`config.mk`:
```
export PLATFORM = sky130hd
export DESIGN_NAME = upstream_window_serr_clock_regs
export DESIGN_NICKNAME = d
export VERILOG_FILES = /design/src/upstream_window_pkg.sv /design/src/clock_gate_bank.sv /design/src/bridge_error_report.sv /design/src/upstream_window_serr_clock_regs.sv
export SDC_FILE = /design/constraint.sdc
export NUM_CORES = 1
export LEC_CHECK = 0
export ABC_AREA = 1
export BUFFER_PORTS_ARGS = -buffer_cell sky130_fd_sc_hd__buf_2
export CAP_MARGIN = 20
export CORE_ASPECT_RATIO = 1.2
export CORE_UTILIZATION = 49
export DETAILED_ROUTE_END_ITERATION = 12
export GPL_ROUTABILITY_DRIVEN = 1
export PLACE_DENSITY = 0.74
export RECOVER_POWER = 50
export SYNTH_ARGS = -nofsm -noshare
export SYNTH_HDL_FRONTEND = slang
export SYNTH_SLANG_ARGS = --single-unit
```
`constraint.sdc`:
```
create_clock -name clk_sys -period 1.7 [get_ports clk_sys]
set_input_delay 0.51 -clock clk_sys [delete_from_list [all_inputs] [get_ports clk_sys]]
set_output_delay 0.51 -clock clk_sys [all_outputs]
set_load 0.02 [all_outputs]
```
`src/upstream_window_pkg.sv`:
```
`default_nettype none
package upstream_window_pkg;

   // Register byte offsets
   localparam logic [7:0] OFF_LIMIT_LOW    = 8'h50;
   localparam logic [7:0] OFF_BASE_HIGH    = 8'h54;
   localparam logic [7:0] OFF_LIMIT_HIGH   = 8'h58;
   localparam logic [7:0] OFF_ERR_DISABLE  = 8'h64;
   localparam logic [7:0] OFF_PORT1_GATING = 8'h68;
   localparam logic [7:0] OFF_PORT2_GATING = 8'h6c;
   localparam logic [7:0] OFF_ERR_CONTROL  = 8'h80;
   localparam logic [7:0] OFF_IRQ_STATUS   = 8'h84;
   localparam logic [7:0] OFF_IRQ_MASK     = 8'h88;

   // Field positions
   localparam int ADDR64_LSB      = 16;
   localparam int ADDR64_MSB      = 19;
   localparam int LIMIT_ADDR_LSB  = 20;
   localparam int LIMIT_ADDR_MSB  = 31;
   localparam int EVENT_LSB       = 1;
   localparam int EVENT_MSB       = 6;
   localparam int SERR_ENABLE_BIT = 0;
   localparam int GATING_MSB      = 15;

   // Reset and fixed values
   localparam logic [3:0]  ADDR64_INDICATOR = 4'h1;
   localparam logic [11:0] LIMIT_ADDR_RESET = 12'h000;
   localparam logic [31:0] UPPER_RESET      = 32'h0000_0000;
   localparam logic [5:0]  EVENT_RESET      = 6'h00;
   localparam logic [15:0] GATING_RESET     = 16'h0000;
   localparam logic        SERR_EN_RESET    = 1'b0;
   localparam logic [31:0] READ_ZERO        = 32'h0000_0000;

   localparam int NUM_EVENTS      = 6;
   localparam int CLOCKS_PER_PORT = 8;

   // Bridge error events, MSB first in the order of the disable bits 6..1
   typedef struct packed {
      logic read_no_data;
      logic delayed_write_lost;
      logic master_abort_posted;
      logic target_abort_posted;
      logic posted_write_lost;
      logic posted_write_parity;
   } bridge_events_t;

   // Byte-lane merge for Wishbone writes
   function automatic logic [31:0] apply_sel(input logic [31:0] old_val,
                                             input logic [31:0] new_val,
                                             input logic [3:0]  sel);
      logic [31:0] res;
      res = old_val;
      for (int i = 0; i < 4; i++) begin
         if (sel[i]) begin
            res[8*i +: 8] = new_val[8*i +: 8];
         end
      end
      return res;
   endfunction

   // A clock is off only when both bits of its field are set
   function automatic logic clock_disabled(input logic [1:0] field);
      return &field;
   endfunction

endpackage
`default_nettype wire

```
`src/clock_gate_bank.sv`:
```
`timescale 1ns/1ps
`default_nettype none
module clock_gate_bank
   import upstream_window_pkg::*;
#(
   parameter int COUNT = CLOCKS_PER_PORT
) (
   input  wire logic               clk_sys,
   input  wire logic               sys_rst,
   input  wire logic               phase,
   input  wire logic [2*COUNT-1:0] gating,
   output var  logic [COUNT-1:0]   clock_out
);

   if (COUNT < 1 || COUNT > CLOCKS_PER_PORT) begin : g_bad_count
      $error("clock_gate_bank: COUNT out of range");
   end

   logic [COUNT-1:0] enable;

   for (genvar n = 0; n < COUNT; n++) begin : g_clk
      // Enable only moves as the divided clock falls
      always_ff @(posedge clk_sys) begin
         if (sys_rst) begin
            enable[n] <= 1'b1;
         end else if (phase) begin
            enable[n] <= ~clock_disabled(gating[2*n+1 -: 2]);
         end
      end

      always_ff @(posedge clk_sys) begin
         if (sys_rst) begin
            clock_out[n] <= 1'b0;
         end else begin
            clock_out[n] <= phase ? 1'b0 : enable[n];
         end
      end

      property p_gate_off;
         @(posedge clk_sys) disable iff (sys_rst)
         clock_disabled(gating[2*n+1 -: 2]) [*3] |-> !clock_out[n];
      endproperty
      a_gate_off: assert property (p_gate_off) else $error("disabled clock still toggles");

      property p_full_pulse;
         @(posedge clk_sys) disable iff (sys_rst)
         $changed(enable[n]) |-> $past(phase) && !clock_out[n];
      endproperty
      a_full_pulse: assert property (p_full_pulse) else $error("truncated clock pulse");
   end

endmodule // clock_gate_bank
`default_nettype wire

```
`src/bridge_error_report.sv`:
```
`timescale 1ns/1ps
`default_nettype none
module bridge_error_report
   import upstream_window_pkg::*;
(
   input  wire logic                  clk_sys,
   input  wire logic                  sys_rst,
   input  wire bridge_events_t        events,
   input  wire logic [NUM_EVENTS-1:0] report_disable,
   input  wire logic                  report_enable,
   output logic                       serr_n,
   output var  logic                  serr_oe
);

   logic [NUM_EVENTS-1:0] allowed;

   assign allowed = events & ~report_disable & {NUM_EVENTS{report_enable}};

   // One-cycle low pulse on the open-drain line per reported event
   always_ff @(posedge clk_sys) begin
      if (sys_rst) begin
         serr_oe <= 1'b0;
      end else begin
         serr_oe <= |allowed;
      end
   end

   assign serr_n = ~serr_oe;

   property p_report;
      @(posedge clk_sys) disable iff (sys_rst)
      (report_enable && |(events & ~report_disable)) |=> serr_oe;
   endproperty
   a_report: assert property (p_report) else $error("enabled event not reported");

   property p_suppress;
      @(posedge clk_sys) disable iff (sys_rst)
      (!report_enable || !(|(events & ~report_disable))) |=> !serr_oe;
   endproperty
   a_suppress: assert property (p_suppress) else $error("suppressed event reported");

   c_report: cover property (@(posedge clk_sys) disable iff (sys_rst) $rose(serr_oe));

endmodule // bridge_error_report
`default_nettype wire

```
`src/upstream_window_serr_clock_regs.sv`:
```
// Implementation choice: the Wishbone slave port.
`timescale 1ns/1ps
`default_nettype none
module upstream_window_serr_clock_regs
   import upstream_window_pkg::*;
#(
   parameter int CLOCK_COUNT = CLOCKS_PER_PORT
) (
   input  wire logic                   clk_sys,
   input  wire logic                   sys_rst,
   input  wire logic                   wb_cyc_i,
   input  wire logic                   wb_stb_i,
   input  wire logic                   wb_we_i,
   input  wire logic [7:0]             wb_adr_i,
   input  wire logic [3:0]             wb_sel_i,
   input  wire logic [31:0]            wb_dat_i,
   output var  logic [31:0]            wb_dat_o,
   output var  logic                   wb_ack_o,
   input  wire bridge_events_t         bridge_events,
   output logic                        primary_system_error_out_n,
   output logic                        primary_system_error_out_oe,
   output logic [CLOCK_COUNT-1:0]      first_port_clock_out,
   output logic [CLOCK_COUNT-1:0]      second_port_clock_out,
   output var  logic [11:0]            upstream_limit_addr,
   output var  logic [31:0]            upstream_base_upper,
   output var  logic [31:0]            upstream_limit_upper,
   output logic                        irq
);

   if (CLOCK_COUNT != CLOCKS_PER_PORT) begin : g_bad_clocks
      $error("upstream_window_serr_clock_regs: CLOCK_COUNT must be 8");
   end

   logic [15:0]           port1_clock_gating;
   logic [15:0]           port2_clock_gating;
   logic [NUM_EVENTS-1:0] error_report_disable;
   logic                  serr_enable;
   logic [NUM_EVENTS-1:0] irq_status;
   logic [NUM_EVENTS-1:0] irq_mask;
   logic [NUM_EVENTS-1:0] event_bits;
   logic [NUM_EVENTS-1:0] status_clear;
   logic                  clock_phase;
   logic                  bus_request;
   logic                  write_take;
   logic [7:0]            reg_addr;
   logic [31:0]           next_dat;
   logic [31:0]           limit_low_word;
   logic [31:0]           disable_word;
   logic [31:0]           merged;
   logic [31:0]           limit_merged;

   assign reg_addr    = {wb_adr_i[7:2], 2'b00};
   assign bus_request = wb_cyc_i & wb_stb_i;
   // Writes land on the edge where the master sees ack
   assign write_take  = bus_request & wb_we_i & wb_ack_o;
   assign event_bits  = bridge_events;
   assign merged      = apply_sel(READ_ZERO, wb_dat_i, wb_sel_i);
   assign limit_merged = apply_sel(limit_low_word, wb_dat_i, wb_sel_i);

   // Wishbone classic: one wait state, ack for exactly one cycle
   always_ff @(posedge clk_sys) begin
      if (sys_rst) begin
         wb_ack_o <= 1'b0;
      end else begin
         wb_ack_o <= bus_request & ~wb_ack_o;
      end
   end

   assign limit_low_word = {upstream_limit_addr, ADDR64_INDICATOR, 16'h0000};
   assign disable_word   = {24'h000000, 1'b0, error_report_disable, 1'b0};

   always_comb begin
      next_dat = READ_ZERO;
      case (reg_addr)
         OFF_LIMIT_LOW:    next_dat = limit_low_word;
         OFF_BASE_HIGH:    next_dat = upstream_base_upper;
         OFF_LIMIT_HIGH:   next_dat = upstream_limit_upper;
         OFF_ERR_DISABLE:  next_dat = disable_word;
         OFF_PORT1_GATING: next_dat = {16'h0000, port1_clock_gating};
         OFF_PORT2_GATING: next_dat = {16'h0000, port2_clock_gating};
         OFF_ERR_CONTROL:  next_dat = {31'h00000000, serr_enable};
         OFF_IRQ_STATUS:   next_dat = {25'h0000000, irq_status, 1'b0};
         OFF_IRQ_MASK:     next_dat = {25'h0000000, irq_mask, 1'b0};
         default:          next_dat = READ_ZERO;
      endcase
   end

   always_ff @(posedge clk_sys) begin
      if (sys_rst) begin
         wb_dat_o <= READ_ZERO;
      end else if (bus_request & ~wb_ack_o) begin
         wb_dat_o <= wb_we_i ? READ_ZERO : next_dat;
      end
   end

   // Upstream window registers
   always_ff @(posedge clk_sys) begin
      if (sys_rst) begin
         upstream_limit_addr <= LIMIT_ADDR_RESET;
      end else if (write_take && reg_addr == OFF_LIMIT_LOW) begin
         upstream_limit_addr <= limit_merged[LIMIT_ADDR_MSB:LIMIT_ADDR_LSB];
      end
   end

   always_ff @(posedge clk_sys) begin
      if (sys_rst) begin
         upstream_base_upper <= UPPER_RESET;
      end else if (write_take && reg_addr == OFF_BASE_HIGH) begin
         upstream_base_upper <= apply_sel(upstream_base_upper, wb_dat_i, wb_sel_i);
      end
   end

   always_ff @(posedge clk_sys) begin
      if (sys_rst) begin
         upstream_limit_upper <= UPPER_RESET;
      end else if (write_take && reg_addr == OFF_LIMIT_HIGH) begin
         upstream_limit_upper <= apply_sel(upstream_limit_upper, wb_dat_i, wb_sel_i);
      end
   end

   // Error report disables; bits 0 and 7 are not stored
   always_ff @(posedge clk_sys) begin
      if (sys_rst) begin
         error_report_disable <= EVENT_RESET;
      end else if (write_take && reg_addr == OFF_ERR_DISABLE && wb_sel_i[0]) begin
         error_report_disable <= wb_dat_i[EVENT_MSB:EVENT_LSB];
      end
   end

   always_ff @(posedge clk_sys) begin
      if (sys_rst) begin
         serr_enable <= SERR_EN_RESET;
      end else if (write_take && reg_addr == OFF_ERR_CONTROL && wb_sel_i[0]) begin
         serr_enable <= wb_dat_i[SERR_ENABLE_BIT];
      end
   end

   // Clock gating fields
   always_ff @(posedge clk_sys) begin
      if (sys_rst) begin
         port1_clock_gating <= GATING_RESET;
      end else if (write_take && reg_addr == OFF_PORT1_GATING) begin
         port1_clock_gating <= merged[GATING_MSB:0] |
                               (port1_clock_gating & ~{{8{wb_sel_i[1]}}, {8{wb_sel_i[0]}}});
      end
   end

   always_ff @(posedge clk_sys) begin
      if (sys_rst) begin
         port2_clock_gating <= GATING_RESET;
      end else if (write_take && reg_addr == OFF_PORT2_GATING) begin
         port2_clock_gating <= merged[GATING_MSB:0] |
                               (port2_clock_gating & ~{{8{wb_sel_i[1]}}, {8{wb_sel_i[0]}}});
      end
   end

   // Interrupt status, write one to clear, a new event wins
   assign status_clear = (write_take && reg_addr == OFF_IRQ_STATUS && wb_sel_i[0]) ?
                         wb_dat_i[EVENT_MSB:EVENT_LSB] : EVENT_RESET;

   always_ff @(posedge clk_sys) begin
      if (sys_rst) begin
         irq_status <= EVENT_RESET;
      end else begin
         irq_status <= (irq_status & ~status_clear) | event_bits;
      end
   end

   always_ff @(posedge clk_sys) begin
      if (sys_rst) begin
         irq_mask <= EVENT_RESET;
      end else if (write_take && reg_addr == OFF_IRQ_MASK && wb_sel_i[0]) begin
         irq_mask <= wb_dat_i[EVENT_MSB:EVENT_LSB];
      end
   end

   assign irq = |(irq_status & irq_mask);

   // Error reporting on the primary bus
   bridge_error_report u_error_report (
      .clk_sys        (clk_sys),
      .sys_rst        (sys_rst),
      .events         (bridge_events),
      .report_disable (error_report_disable),
      .report_enable  (serr_enable),
      .serr_n         (primary_system_error_out_n),
      .serr_oe        (primary_system_error_out_oe)
   );

   // Secondary clocks at half the system rate
   always_ff @(posedge clk_sys) begin
      if (sys_rst) begin
         clock_phase <= 1'b0;
      end else begin
         clock_phase <= ~clock_phase;
      end
   end

   clock_gate_bank #(
      .COUNT (CLOCK_COUNT)
   ) u_port1_clocks (
      .clk_sys   (clk_sys),
      .sys_rst   (sys_rst),
      .phase     (clock_phase),
      .gating    (port1_clock_gating),
      .clock_out (first_port_clock_out)
   );

   clock_gate_bank #(
      .COUNT (CLOCK_COUNT)
   ) u_port2_clocks (
      .clk_sys   (clk_sys),
      .sys_rst   (sys_rst),
      .phase     (clock_phase),
      .gating    (port2_clock_gating),
      .clock_out (second_port_clock_out)
   );

   // Checks
   property p_ack_pulse;
      @(posedge clk_sys) disable iff (sys_rst)
      bus_request && !wb_ack_o |=> wb_ack_o ##1 !wb_ack_o;
   endproperty
   a_ack_pulse: assert property (p_ack_pulse) else $error("ack not a single cycle after request");

   property p_addr64;
      @(posedge clk_sys) disable iff (sys_rst)
      bus_request && !wb_ack_o && !wb_we_i && reg_addr == OFF_LIMIT_LOW
         |=> wb_dat_o[ADDR64_MSB:ADDR64_LSB] == ADDR64_INDICATOR;
   endproperty
   a_addr64: assert property (p_addr64) else $error("64-bit indicator wrong");

   property p_limit_write;
      @(posedge clk_sys) disable iff (sys_rst)
      write_take && reg_addr == OFF_LIMIT_LOW && wb_sel_i == 4'hf
         |=> upstream_limit_addr == $past(wb_dat_i[LIMIT_ADDR_MSB:LIMIT_ADDR_LSB]);
   endproperty
   a_limit_write: assert property (p_limit_write) else $error("limit address not written");

   property p_base_write;
      @(posedge clk_sys) disable iff (sys_rst)
      write_take && reg_addr == OFF_BASE_HIGH && wb_sel_i == 4'hf |=> upstream_base_upper == $past(wb_dat_i);
   endproperty
   a_base_write: assert property (p_base_write) else $error("base upper not written");

   property p_limit_high_write;
      @(posedge clk_sys) disable iff (sys_rst)
      write_take && reg_addr == OFF_LIMIT_HIGH && wb_sel_i == 4'hf |=> upstream_limit_upper == $past(wb_dat_i);
   endproperty
   a_limit_high_write: assert property (p_limit_high_write) else $error("limit upper not written");

   property p_reserved_zero;
      @(posedge clk_sys) disable iff (sys_rst)
      bus_request && !wb_ack_o && !wb_we_i && reg_addr == OFF_ERR_DISABLE
         |=> wb_dat_o[0] == 1'b0 && wb_dat_o[7] == 1'b0;
   endproperty
   a_reserved_zero: assert property (p_reserved_zero) else $error("reserved disable bits not zero");

   property p_parity_disabled;
      @(posedge clk_sys) disable iff (sys_rst)
      error_report_disable == 6'h01 && event_bits == 6'h01 |=> !primary_system_error_out_oe;
   endproperty
   a_parity_disabled: assert property (p_parity_disabled) else $error("parity report not suppressed");

   property p_abort_reported;
      @(posedge clk_sys) disable iff (sys_rst)
      serr_enable && !error_report_disable[2] && bridge_events.target_abort_posted
         |=> primary_system_error_out_oe;
   endproperty
   a_abort_reported: assert property (p_abort_reported) else $error("target abort not reported");

   property p_irq_set;
      @(posedge clk_sys) disable iff (sys_rst)
      |(event_bits & irq_mask) |=> irq [*2];
   endproperty
   a_irq_set: assert property (p_irq_set) else $error("interrupt not raised by event");

   property p_write_lost_disabled;
      @(posedge clk_sys) disable iff (sys_rst)
      (error_report_disable[1] && event_bits == 6'h02) || (error_report_disable[4] && event_bits == 6'h10)
         |=> !primary_system_error_out_oe;
   endproperty
   a_write_lost_disabled: assert property (p_write_lost_disabled) else $error("write loss reported");

   property p_master_abort_disabled;
      @(posedge clk_sys) disable iff (sys_rst)
      error_report_disable[3] && event_bits == 6'h08 |=> !primary_system_error_out_oe;
   endproperty
   a_master_abort_disabled: assert property (p_master_abort_disabled) else $error("abort reported");

   property p_no_data_disabled;
      @(posedge clk_sys) disable iff (sys_rst)
      error_report_disable[5] && event_bits == 6'h20 |=> !primary_system_error_out_oe;
   endproperty
   a_no_data_disabled: assert property (p_no_data_disabled) else $error("no-data event reported");

   property primary_system_error_out_off;
      @(posedge clk_sys) disable iff (sys_rst)
      !serr_enable |=> !primary_system_error_out_oe;
   endproperty
   a_serr_off: assert property (primary_system_error_out_off) else $error("report while reporting is off");

   property p_reset_values;
      @(posedge clk_sys)
      $fell(sys_rst) |-> upstream_limit_addr == LIMIT_ADDR_RESET && upstream_base_upper == UPPER_RESET
         && upstream_limit_upper == UPPER_RESET;
   endproperty
   a_reset_values: assert property (p_reset_values) else $error("window reset value wrong");

   property p_status_set;
      @(posedge clk_sys) disable iff (sys_rst)
      |event_bits |=> (irq_status & $past(event_bits)) == $past(event_bits);
   endproperty
   a_status_set: assert property (p_status_set) else $error("event did not set status");

   property p_status_clear;
      @(posedge clk_sys) disable iff (sys_rst)
      write_take && reg_addr == OFF_IRQ_STATUS && wb_sel_i[0] && !(|event_bits)
         |=> (irq_status & $past(wb_dat_i[EVENT_MSB:EVENT_LSB])) == EVENT_RESET;
   endproperty
   a_status_clear: assert property (p_status_clear) else $error("status bit not cleared");

   property p_gating_write;
      @(posedge clk_sys) disable iff (sys_rst)
      write_take && reg_addr == OFF_PORT2_GATING && wb_sel_i[1:0] == 2'b11
         |=> port2_clock_gating == $past(wb_dat_i[GATING_MSB:0]);
   endproperty
   a_gating_write: assert property (p_gating_write) else $error("port 2 gating not written");

   c_write_base: cover property (@(posedge clk_sys) disable iff (sys_rst)
      write_take && reg_addr == OFF_BASE_HIGH);
   c_clock_off: cover property (@(posedge clk_sys) disable iff (sys_rst)
      clock_disabled(port1_clock_gating[1:0]) [*4]);
   c_irq: cover property (@(posedge clk_sys) disable iff (sys_rst) $rose(irq));

endmodule // upstream_window_serr_clock_regs
`default_nettype wire

```
==> impl_metrics.tcl, run 1 <==
set metrics [dict create \
    status "finished, violations left" \
    violations "setup timing" \
    crit_top_cell "nand2_1" \
    worst_slack_ns -0.175 \
    worst_slew_pin_slew_ns 0.860 \
    core_region_area_mm2 0.0158 \
    worst-path-max-fanout 2 \
    track_usage_pct 26.6 \
    wl_per_cell_um 14.4 \
    dieArea_mm2 0.0169 \
    vias 7866 \
    dp_slack_ns -0.321 \
    synth_fa_ha_area_share_pct 0 \
    clk_pin_slew_ns 0.06 \
    drive_above_1_share_pct 16.7 \
    die_w_um 119 \
    grt_max_degree 49 \
    yosys.area_share.simple_pct 26.3 \
    port_buffers 180 \
    ant_nets 0 \
    clock_latency_ns 0.43 \
    synth_compound_area_share_pct 16.4 \
    max_freq_ghz 0.533 \
    holdWs_ns 0.340 \
    syn_inst 1112 \
    finalMaxSlewViolations 0 \
    maxCapViolCount 0 \
    yosysTopAreaCell "dfxtp_1" \
    nNetsFinal 1382 \
    cts_buffers 17 \
    cp-startpoint "irq_status[0]" \
    rsz0062_at_grt "true" \
    critical_path_required_ns 1.19 \
    placementRows 50 \
    hp-class "primary input to register" \
    drc 0 \
    clock_path_buffers 2 \
    cts.sinks 194 \
    antenna_cells 0 \
    drtPass1Iterations 5 \
    critPathKind "register to output pin" \
    cts_tree "done" \
    cts_hold_buf 0 \
    netlist_area_mm2 0.00801 \
    synth_xor_xnor_area_share_pct 0 \
    drtIter0Drc 518 \
    crit_path_end_kind "output pin" \
    fin_crit_ns 1.88 \
    max_slew_margin_pct 42.7 \
    finalSetupViolCount 13 \
    final.period_utilization_pct 110 \
    place_hpwl_mm 16.3 \
    syn_avg_cell_area_um2 7.20 \
    h-tree-depth 4 \
    die_h_um 142 \
    leakage_nw 4.27 \
    arrival_ns 1.37 \
    start_kind "register" \
    syn_nets 1167 \
    antenna_found_initial 0 \
    r2r_setup_slack_ns -0.02 \
    hp-start "sys_rst" \
    synth_top_family_by_area "simple AND/OR/NAND/NOR gates" \
    whs_path_depth 2 \
    grt.overflow.total 0 \
    yosysSeqAreaShare_pct 48.5 \
    critPathMaxStageDelay_ns 0.32 \
    synth_top_cells_by_area "dfxtp_1 (48%), nand2_1 (14%), a21oi_1 (9.2%)" \
    fin_skew_ns 0.00628 \
    gp_congestion 0.864 \
    yosys_register_bits 194 \
    ir_drop_mv 0.678 \
    final-hold-violation-count 0 \
    initial_core_util_pct 50.8 \
    area_delta_synth_final_pct 24.9 \
    cts-root-buf "clkbuf_16" \
    synth.area.mux_share_pct 0 \
    powerDensity_mw_per_mm2 897 \
    holdPathEnd "clock_phase" \
    rr_worst_depth 7 \
    r2r-end "error_report_disable[4]" \
    io_pins 183 \
    routed_wl_mm 22.2 \
    synth_warnings 0 \
    finalPower_mw 8.98 \
    critPathSlowestCell "dfxtp_2" \
    viasPerCell 5.09 \
    r2r-start "wb_ack_o" \
    crit_chain "nand2_1 > nand2_1 > a221oi_2 > nand3_1 > buf_6" \
    synth_top_area_share_pct 48.5 \
    synth_cell_types 24 \
    grt_pass1_wl_mm 35.4 \
    grt_pass1_vias 7141 \
]
==> power by group <==
part           internal [mW]  switching, mW  leakage, nW  total (mW)
clock                   2.13           1.67        0.262        3.80
sequential              4.62         0.0228         1.57        4.64
combinational          0.168          0.371         2.43       0.539
==> critical path: cells and delay by family, from the launching register on <==
family,cells,cell delay [ns]
DFF,1,0.32
and+or+nand+nor,3,0.28
AOI/OAI and AO/OA,1,0.18
buffers and inverters,1,0.16
==> final cells by class <==
type / instances / area [µm²]
clock inverter: 7 / 78.8
timing repair buffer: 256 / 1480
clock buffer: 23 / 478
multi-input combinational: 744 / 3400
fill: 1500 / 5760
inverter: 114 / 428
sequential: 194 / 3890
tap: 208 / 260
==> worst max-delay path by stage <==
stage                     cells after the start  slack [ns]                       end
final                                         5       -0.18                       irq
after global routing                          5       -0.23                       irq
after CTS                                     5       -0.15                       irq
after detailed placement                     10       -0.32  upstream_limit_upper[24]
after global placement                       10       -0.24  upstream_limit_upper[30]
after floorplan                               8       0.009   upstream_limit_addr[10]
==> synth_stat cells <==
cell type	count
a221oi_1	1
buf_2	14
o21ai_0	86
o221ai_1	1
buf_6	2
dfxtp_1	194
nor2_4	7
nor3_1	2
nor2_8	1
nand2_2	1
o22ai_1	1
nand2_1	289
clkbuf_1	37
nand4_4	1
nand3_1	100
inv_1	106
a211oi_1	16
nor2_2	6
nor2_1	82
inv_2	8
or2_2	1
buf_4	7
nor3_4	2
a21oi_1	147
==> cells in the final DEF (no fill, tap or decap), types with 4 or more instances in the layout <==
cell type / n
nand2_1: 290
buf_4: 63
clkbuf_1: 90
nor2_4: 7
nand3_1: 100
a21oi_1: 147
a211oi_1: 16
buf_12: 9
buf_2: 91
o21ai_0: 86
inv_1: 106
clkbuf_16: 17
nor2_1: 84
inv_2: 8
nor2_2: 4
dfxtp_1: 191
==> cells by family (layout without fill, tap and decap cells) <==
family | after synthesis | count (layout)
buffers and inverters | 174 | 400
AO/OA/AOI/OAI | 252 | 252
flip-flops | 194 | 194
AND/OR/NAND/NOR | 492 | 492
==> layer usage <==
| layer | vias up | GRT usage [%] | routed length [µm] |
|---|---|---|---|
| li1 | 4006 | - | - |
| met1 | 3546 | 32.9 | 9460 |
| met2 | 279 | 45.7 | 10900 |
| met3 | 35 | 5.45 | 1440 |
| met4 | 0 | 9.99 | 389 |
| met5 | - | 0 | 0 |
==> per-stage QoR <==
step                setup TNS, ns  area [µm²]  util (%)  std cells
floorplan                       0        8010         -       1112
global placement           -18.42        9560      60.7       1513
detailed placement         -23.70        9560      60.7       1513
CTS                        -0.148       10200      64.4       1545
global route                -8.95       10000      63.5       1546
finish                     -0.618       10000      63.5       1546
==> what timing repair did <==
| action | 4_1_cts | 5_1_grt |
|---|---|---|
| pin swaps | 2 | 2 |
| endpoints found under the setup margin | 1 | 10 |
| buffers inserted | 2 | 1 |
| resized for setup | 5 | 2 |
Power figures use the tool's default switching activity.
==> run 2, diff against run 1 <==
Settings changed: ABC_AREA 1 to unset, CORE_UTILIZATION 49 to 48.
==> impl_metrics.tcl, run 2 <==
set metrics [dict create \
    yosys_register_bits 194 \
    place_hpwl_mm 15.4 \
    fin_crit_ns 1.73 \
    drtPass1Iterations 6 \
    cts_hold_buf 0 \
    die_h_um 140 \
    grt_pass1_wl_mm 35.0 \
    cts.sinks 194 \
    synth_top_cells_by_area "dfxtp_1 (51%), a21oi_1 (9.2%), nand3_1 (9.1%)" \
    layout_commonest_cell "dfxtp_1" \
    finish.utilization_pct 62.4 \
    max_slew_margin_pct 56.5 \
    drc 0 \
    yosysTopAreaCell "dfxtp_1" \
    drtIter0Drc 573 \
    path_buf_inv 1 \
    synth_fa_ha_area_share_pct 0 \
    post-route-cell-area_mm2 0.00971 \
    synth_top_family_by_area "simple AND/OR/NAND/NOR gates" \
    synth_compound_area_share_pct 20.3 \
    postSynth.asyncResetShare_pct 0 \
    whs_path_depth 3 \
    yosysSeqAreaShare_pct 51.0 \
    status "finished, violations left" \
    grt.overflow.total 0 \
    powerDensity_mw_per_mm2 923 \
    finalSetupViolCount 1 \
    die_w_um 117 \
    port_buffers 180 \
    critPathKind "register to output pin" \
    cts_tree "done" \
    h-tree-depth 4 \
    critPathMaxStageDelay_ns 0.34 \
    fin_skew_ns 0.00620 \
    critical_path_required_ns 1.19 \
    ir_drop_mv 0.518 \
    syn_avg_cell_area_um2 8.33 \
    r2r-end "upstream_limit_upper[4]" \
    core_region_area_mm2 0.0156 \
    final-hold-violation-count 0 \
    io_pins 183 \
    rr_worst_depth 7 \
    dp_slack_ns -0.334 \
    synth_cell_types 39 \
    synthTopCellsByCount "dfxtp_1 (194), nand2_1 (168), a21oi_1 (140)" \
    hp-class "primary input to register" \
    stdcell_count 1339 \
    synth_xor_xnor_area_share_pct 0 \
    placementRows 50 \
    cts-root-buf "clkbuf_16" \
    ant_nets 0 \
    drive_above_1_share_pct 23.3 \
    nNetsFinal 1174 \
    grt_max_degree 36 \
    critPathSlowestCell "dfxtp_1" \
    synth.most_common_cell "dfxtp_1" \
    worst-path-max-fanout 3 \
    synth-edff-count 0 \
    rsz0062_at_grt "true" \
    worst_slack_ns -0.0324 \
    r2r_setup_slack_ns 0.04 \
    clk_pin_slew_ns 0.07 \
    arrival_ns 1.22 \
    crit_path_end_kind "output pin" \
    syn_nets 970 \
    area_delta_synth_final_pct 27.5 \
    synth_ff_type "dfxtp_1" \
    finalMaxSlewViolations 0 \
    dpl_cell_area_mm2 0.00918 \
    max_freq_ghz 0.577 \
    critPathTopFamily "flip-flops" \
    initial_core_util_pct 48.9 \
    hp-start "bridge_events[3]" \
    finalPower_mw 8.97 \
    clock_latency_ns 0.44 \
    vias 7484 \
    synth_top_area_share_pct 51.0 \
    yosys.area_share.simple_pct 24.1 \
    dpl.cell_count 1305 \
    netlist_area_mm2 0.00762 \
    leakage_nw 3.62 \
    syn_inst 915 \
    synth_warnings 0 \
    wl_per_cell_um 16.3 \
    start_kind "register" \
    mostFrequentLayoutCells "dfxtp_1 (189), nand2_1 (167), a21oi_1 (140)" \
    grt_pass1_vias 6864 \
    r2r-start "wb_ack_o" \
    dieArea_mm2 0.0164 \
    routed_wl_mm 21.8 \
    gp_congestion 0.885 \
    crit_chain "a22oi_2 > nand3_2 > buf_6" \
    clock_path_buffers 2 \
    final.period_utilization_pct 102 \
    track_usage_pct 27.4 \
    viasPerCell 5.59 \
    antenna_found_initial 0 \
    holdPathEnd "irq_status[3]" \
    antenna_cells 0 \
    worst_slew_pin_slew_ns 0.652 \
    maxCapViolCount 0 \
    synth.area.mux_share_pct 0.148 \
    violations "setup timing" \
    cts_buffers 17 \
]
## run 2: layer usage
layer / wire, µm / GRT usage [%] / share of wire, % / vias to the layer above
met5: 0 / 0 / 0 / -
met4: 442 / 9.79 / 2.0 / 0
met3: 1760 / 8.05 / 8.1 / 37
met2: 10700 / 44.0 / 49 / 286
met1: 8990 / 34.6 / 41 / 3508
li1: - / - / - / 3653
## run 2: timing repair
item / CTS / global route
gates resized for setup: 11 / 1
pin swaps: 4 / 2
setup endpoints to repair: 1 / 5
setup buffers: 3 / 0
## run 2: worst register-to-register path: stages, from the launching register on
cell and delay [ns]:
dfxtp_1 0.38, nand4_1 0.10, clkbuf_2 0.16, nor2_4 0.08, clkbuf_2 0.28, nand2_1 0.31
nand2_1 0.15, a21oi_1 0.07
## run 2: kinds of logic after synthesis
| family | Yosys count |
|---|---|
| AND/OR/NAND/NOR | 386 |
| multiplexers | 1 |
| flip-flops | 194 |
| buffers and inverters | 79 |
| AO/OA/AOI/OAI | 255 |
## run 2: worst max-delay path by stage
| stage | end | startpoint | cells after the start |
|---|---|---|---|
| after floorplan | irq_status[5] | wb_adr_i[6] | 5 |
| after global routing | upstream_limit_addr[4] | wb_adr_i[6] | 9 |
| after CTS | irq | irq_mask[4] | 3 |
| after global placement | upstream_limit_upper[7] | wb_adr_i[6] | 9 |
| final | irq | irq_status[0] | 3 |
| after detailed placement | upstream_limit_upper[4] | wb_adr_i[6] | 9 |
## run 2: layout make-up
type | instances | area [µm²]
clock buffers | 20 | 437
fillers | 1395 | 5860
flip-flops and latches | 194 | 3890
repair buffers | 255 | 1510
well taps | 208 | 260
clock inverters | 11 | 130
inverters | 9 | 33.8
multi-input cells | 642 | 3450
## run 2: metrics by stage
| step | setup TNS, ns | hold WS (ns) |
|---|---|---|
| floorplan | -0.350 | 0.424 |
| global placement | -30.95 | 0.434 |
| detailed placement | -35.35 | 0.434 |
| CTS | -0.0323 | 0.290 |
| global route | -1.04 | 0.314 |
| finish | -0.0324 | 0.306 |
## run 2: power breakdown
| part | total (mW) | switching, mW | internal [mW] |
|---|---|---|---|
| sequential | 4.60 | 0.0173 | 4.58 |
| clock | 3.92 | 1.75 | 2.17 |
| combinational | 0.452 | 0.292 | 0.160 |
| total | 8.97 | 2.06 | 6.91 |
==> run 3, diff against run 2 <==
Settings changed: PLACE_DENSITY 0.74 to 0.73, SYNTH_HIERARCHICAL set to 1.
==> impl_metrics.tcl, run 3 <==
set metrics [dict create \
    status "finished, violations left" \
    violations "setup timing" \
    worst-path-max-fanout 2 \
    clock_latency_ns 0.44 \
    synth.most_common_cell "dfxtp_1" \
    finalSetupViolCount 1 \
    vias 7604 \
    syn_nets 963 \
    p_comb_share_pct 5.2 \
    io_pins 183 \
    yosys_register_bits 194 \
    maxCapViolCount 0 \
    max_freq_ghz 0.579 \
    gp_congestion 0.855 \
    initial_core_util_pct 49.5 \
    max_slew_margin_pct 56.8 \
    start_kind "register" \
    cts_hold_buf 0 \
    worst_slew_pin_slew_ns 0.648 \
    nNetsFinal 1174 \
    grt_max_degree 53 \
    cts-root-buf "clkbuf_16" \
    drtPass1Iterations 5 \
    drive_above_1_share_pct 21.3 \
    rsz0062_at_grt "true" \
    fin_tns_setup_ns -0.0261 \
    finish.utilization_pct 62.1 \
    clkPwrFrac_pct 43.2 \
    synth_warnings 6 \
    fin_skew_ns 0.00952 \
    clk_pin_slew_ns 0.07 \
    cts_tree "done" \
    cts.sinks 194 \
    postSynth.asyncResetShare_pct 0 \
    hp-class "primary input to register" \
    syn_inst 908 \
    routed_wl_mm 22.8 \
    antenna_cells 0 \
    final.period_utilization_pct 102 \
    powerDensity_mw_per_mm2 911 \
    final-hold-violation-count 0 \
    r2r_setup_slack_ns 0.09 \
    wl_per_cell_um 17.0 \
    synth-edff-count 0 \
    arrival_ns 1.22 \
    synth_top_cells_by_area "dfxtp_1 (50%), a21oi_1 (8.9%), nand2_1 (8.6%)" \
    worst_slack_ns -0.0261 \
    cts_buffers 17 \
    mostFrequentLayoutCells "dfxtp_1 (190), nand2_1 (180), a21oi_1 (138)" \
    grt.overflow.total 0 \
    drc 0 \
    finalPower_mw 8.93 \
    internal_power_mw 6.85 \
    synth_top_area_share_pct 49.8 \
    yosysTopAreaCell "dfxtp_1" \
    yosysSeqAreaShare_pct 49.8 \
    leakage_nw 3.63 \
    dpl_cell_area_mm2 0.00941 \
    nFillCells 1496 \
    multiInputGateArea_mm2 0.00350 \
    p_switching_mw 2.08 \
    port_buffers 180 \
    layout_commonest_cell "dfxtp_1" \
    grt_pass1_vias 6987 \
    antenna_found_initial 0 \
    crit_path_end_kind "output pin" \
    placementRows 50 \
    ant_nets 0 \
    die_h_um 142 \
    synth_cell_types 45 \
    critical_path_required_ns 1.19 \
    critPathKind "register to output pin" \
    synthTopCellsByCount "dfxtp_1 (194), nand2_1 (179), a21oi_1 (138)" \
    ir_drop_mv 0.543 \
    switching_share_pct 23.3 \
    dieArea_mm2 0.0168 \
    finalMaxSlewViolations 0 \
    track_usage_pct 27.4 \
    die_w_um 118 \
    h-tree-depth 4 \
    netlist_area_mm2 0.00780 \
    seq_area_mm2 0.00389 \
    viasPerCell 5.68 \
    core_region_area_mm2 0.0158 \
    place_hpwl_mm 16.1 \
    synth_ff_type "dfxtp_1" \
    post-route-cell-area_mm2 0.00979 \
    syn_avg_cell_area_um2 8.59 \
    seq_power_share_pct 51.5 \
    area_delta_synth_final_pct 25.6 \
    clock_path_buffers 2 \
    fin_crit_ns 1.73 \
    drtIter0Drc 563 \
    grt_pass1_wl_mm 36.5 \
]
## run 3: changes by cell type after synthesis, sizes merged, moves of 9 or more
cell / previous run / this run
o21ai: 40 / 9
a22oi: 21 / 39
nand2b: 19 / 2
nand3: 138 / 121
a41oi: 0 / 16
nor3: 3 / 18
nand2: 168 / 181
a222oi: 12 / 0
a22o: 28 / 39
buf: 30 / 40
clkbuf: 40 / 31
## run 3: power groups by stage
stage	Combinational, mW	Sequential [mW]	Clock [mW]
6_report	0.466	4.60	3.86
5_1_grt	0.496	4.60	4.11
3_3_place_gp	0.473	4.70	0
4_1_cts	0.486	4.60	3.94
2_1_floorplan	0.209	4.74	0
3_5_place_dp	0.477	4.70	0
## run 3: worst paths after layout
check / startpoint / endpoint / cells past startpoint
worst max-delay path: irq_status[4] / irq / 3
worst min-delay path: bridge_events[3] / irq_status[3] / 3
worst max register to register: wb_ack_o / register / 8
worst min register to register: u_port1_clocks/enable[4] / u_port1_clocks/clock_out[4] / 1
## run 3: final cells by class
class                      instances  area share, %
timing repair buffer             263           15.6
tap                              208           2.66
clock inverter                    10           1.02
inverter                          11          0.473
multi-input combinational        632           35.8
clock buffer                      21           4.70
sequential                       194           39.8
## run 3: cell families after synthesis
group | share of synthesized area [%]
buf+inv | 5.38
flops | 49.8
compound gates | 21.3
mux | 0.128
simple gates | 23.4
## run 3: stage by stage
step / std cells / hold slack [ns] / worst slack [ns]
floorplan: 908 / 0.431 / -0.0265
global placement: 1305 / 0.437 / -0.291
detailed placement: 1305 / 0.443 / -0.297
CTS: 1339 / 0.279 / -0.0382
global route: 1339 / 0.290 / -0.0589
finish: 1339 / 0.296 / -0.0261
## run 3: repair_timing
item                       CTS  global route
buffers inserted             3             0
gates cloned                 0             0
gates resized for setup     12             1
setup endpoints to repair    1             6
pin swaps                    4             0
## run 3: worst max-delay path, cell delays in order (launching register included)
cell     delay [ns]
dfxtp_4        0.36
a22oi_2        0.17
nand3_2        0.11
buf_6          0.14
## run 3: routing by layer
layer / share of wire, % / track usage [%] / vias up
met5: 0 / 0 / -
met4: 1.9 / 10.2 / 0
met3: 8.7 / 6.67 / 36
met2: 47 / 44.4 / 346
met1: 42 / 35.3 / 3570
li1: - / - / 3652
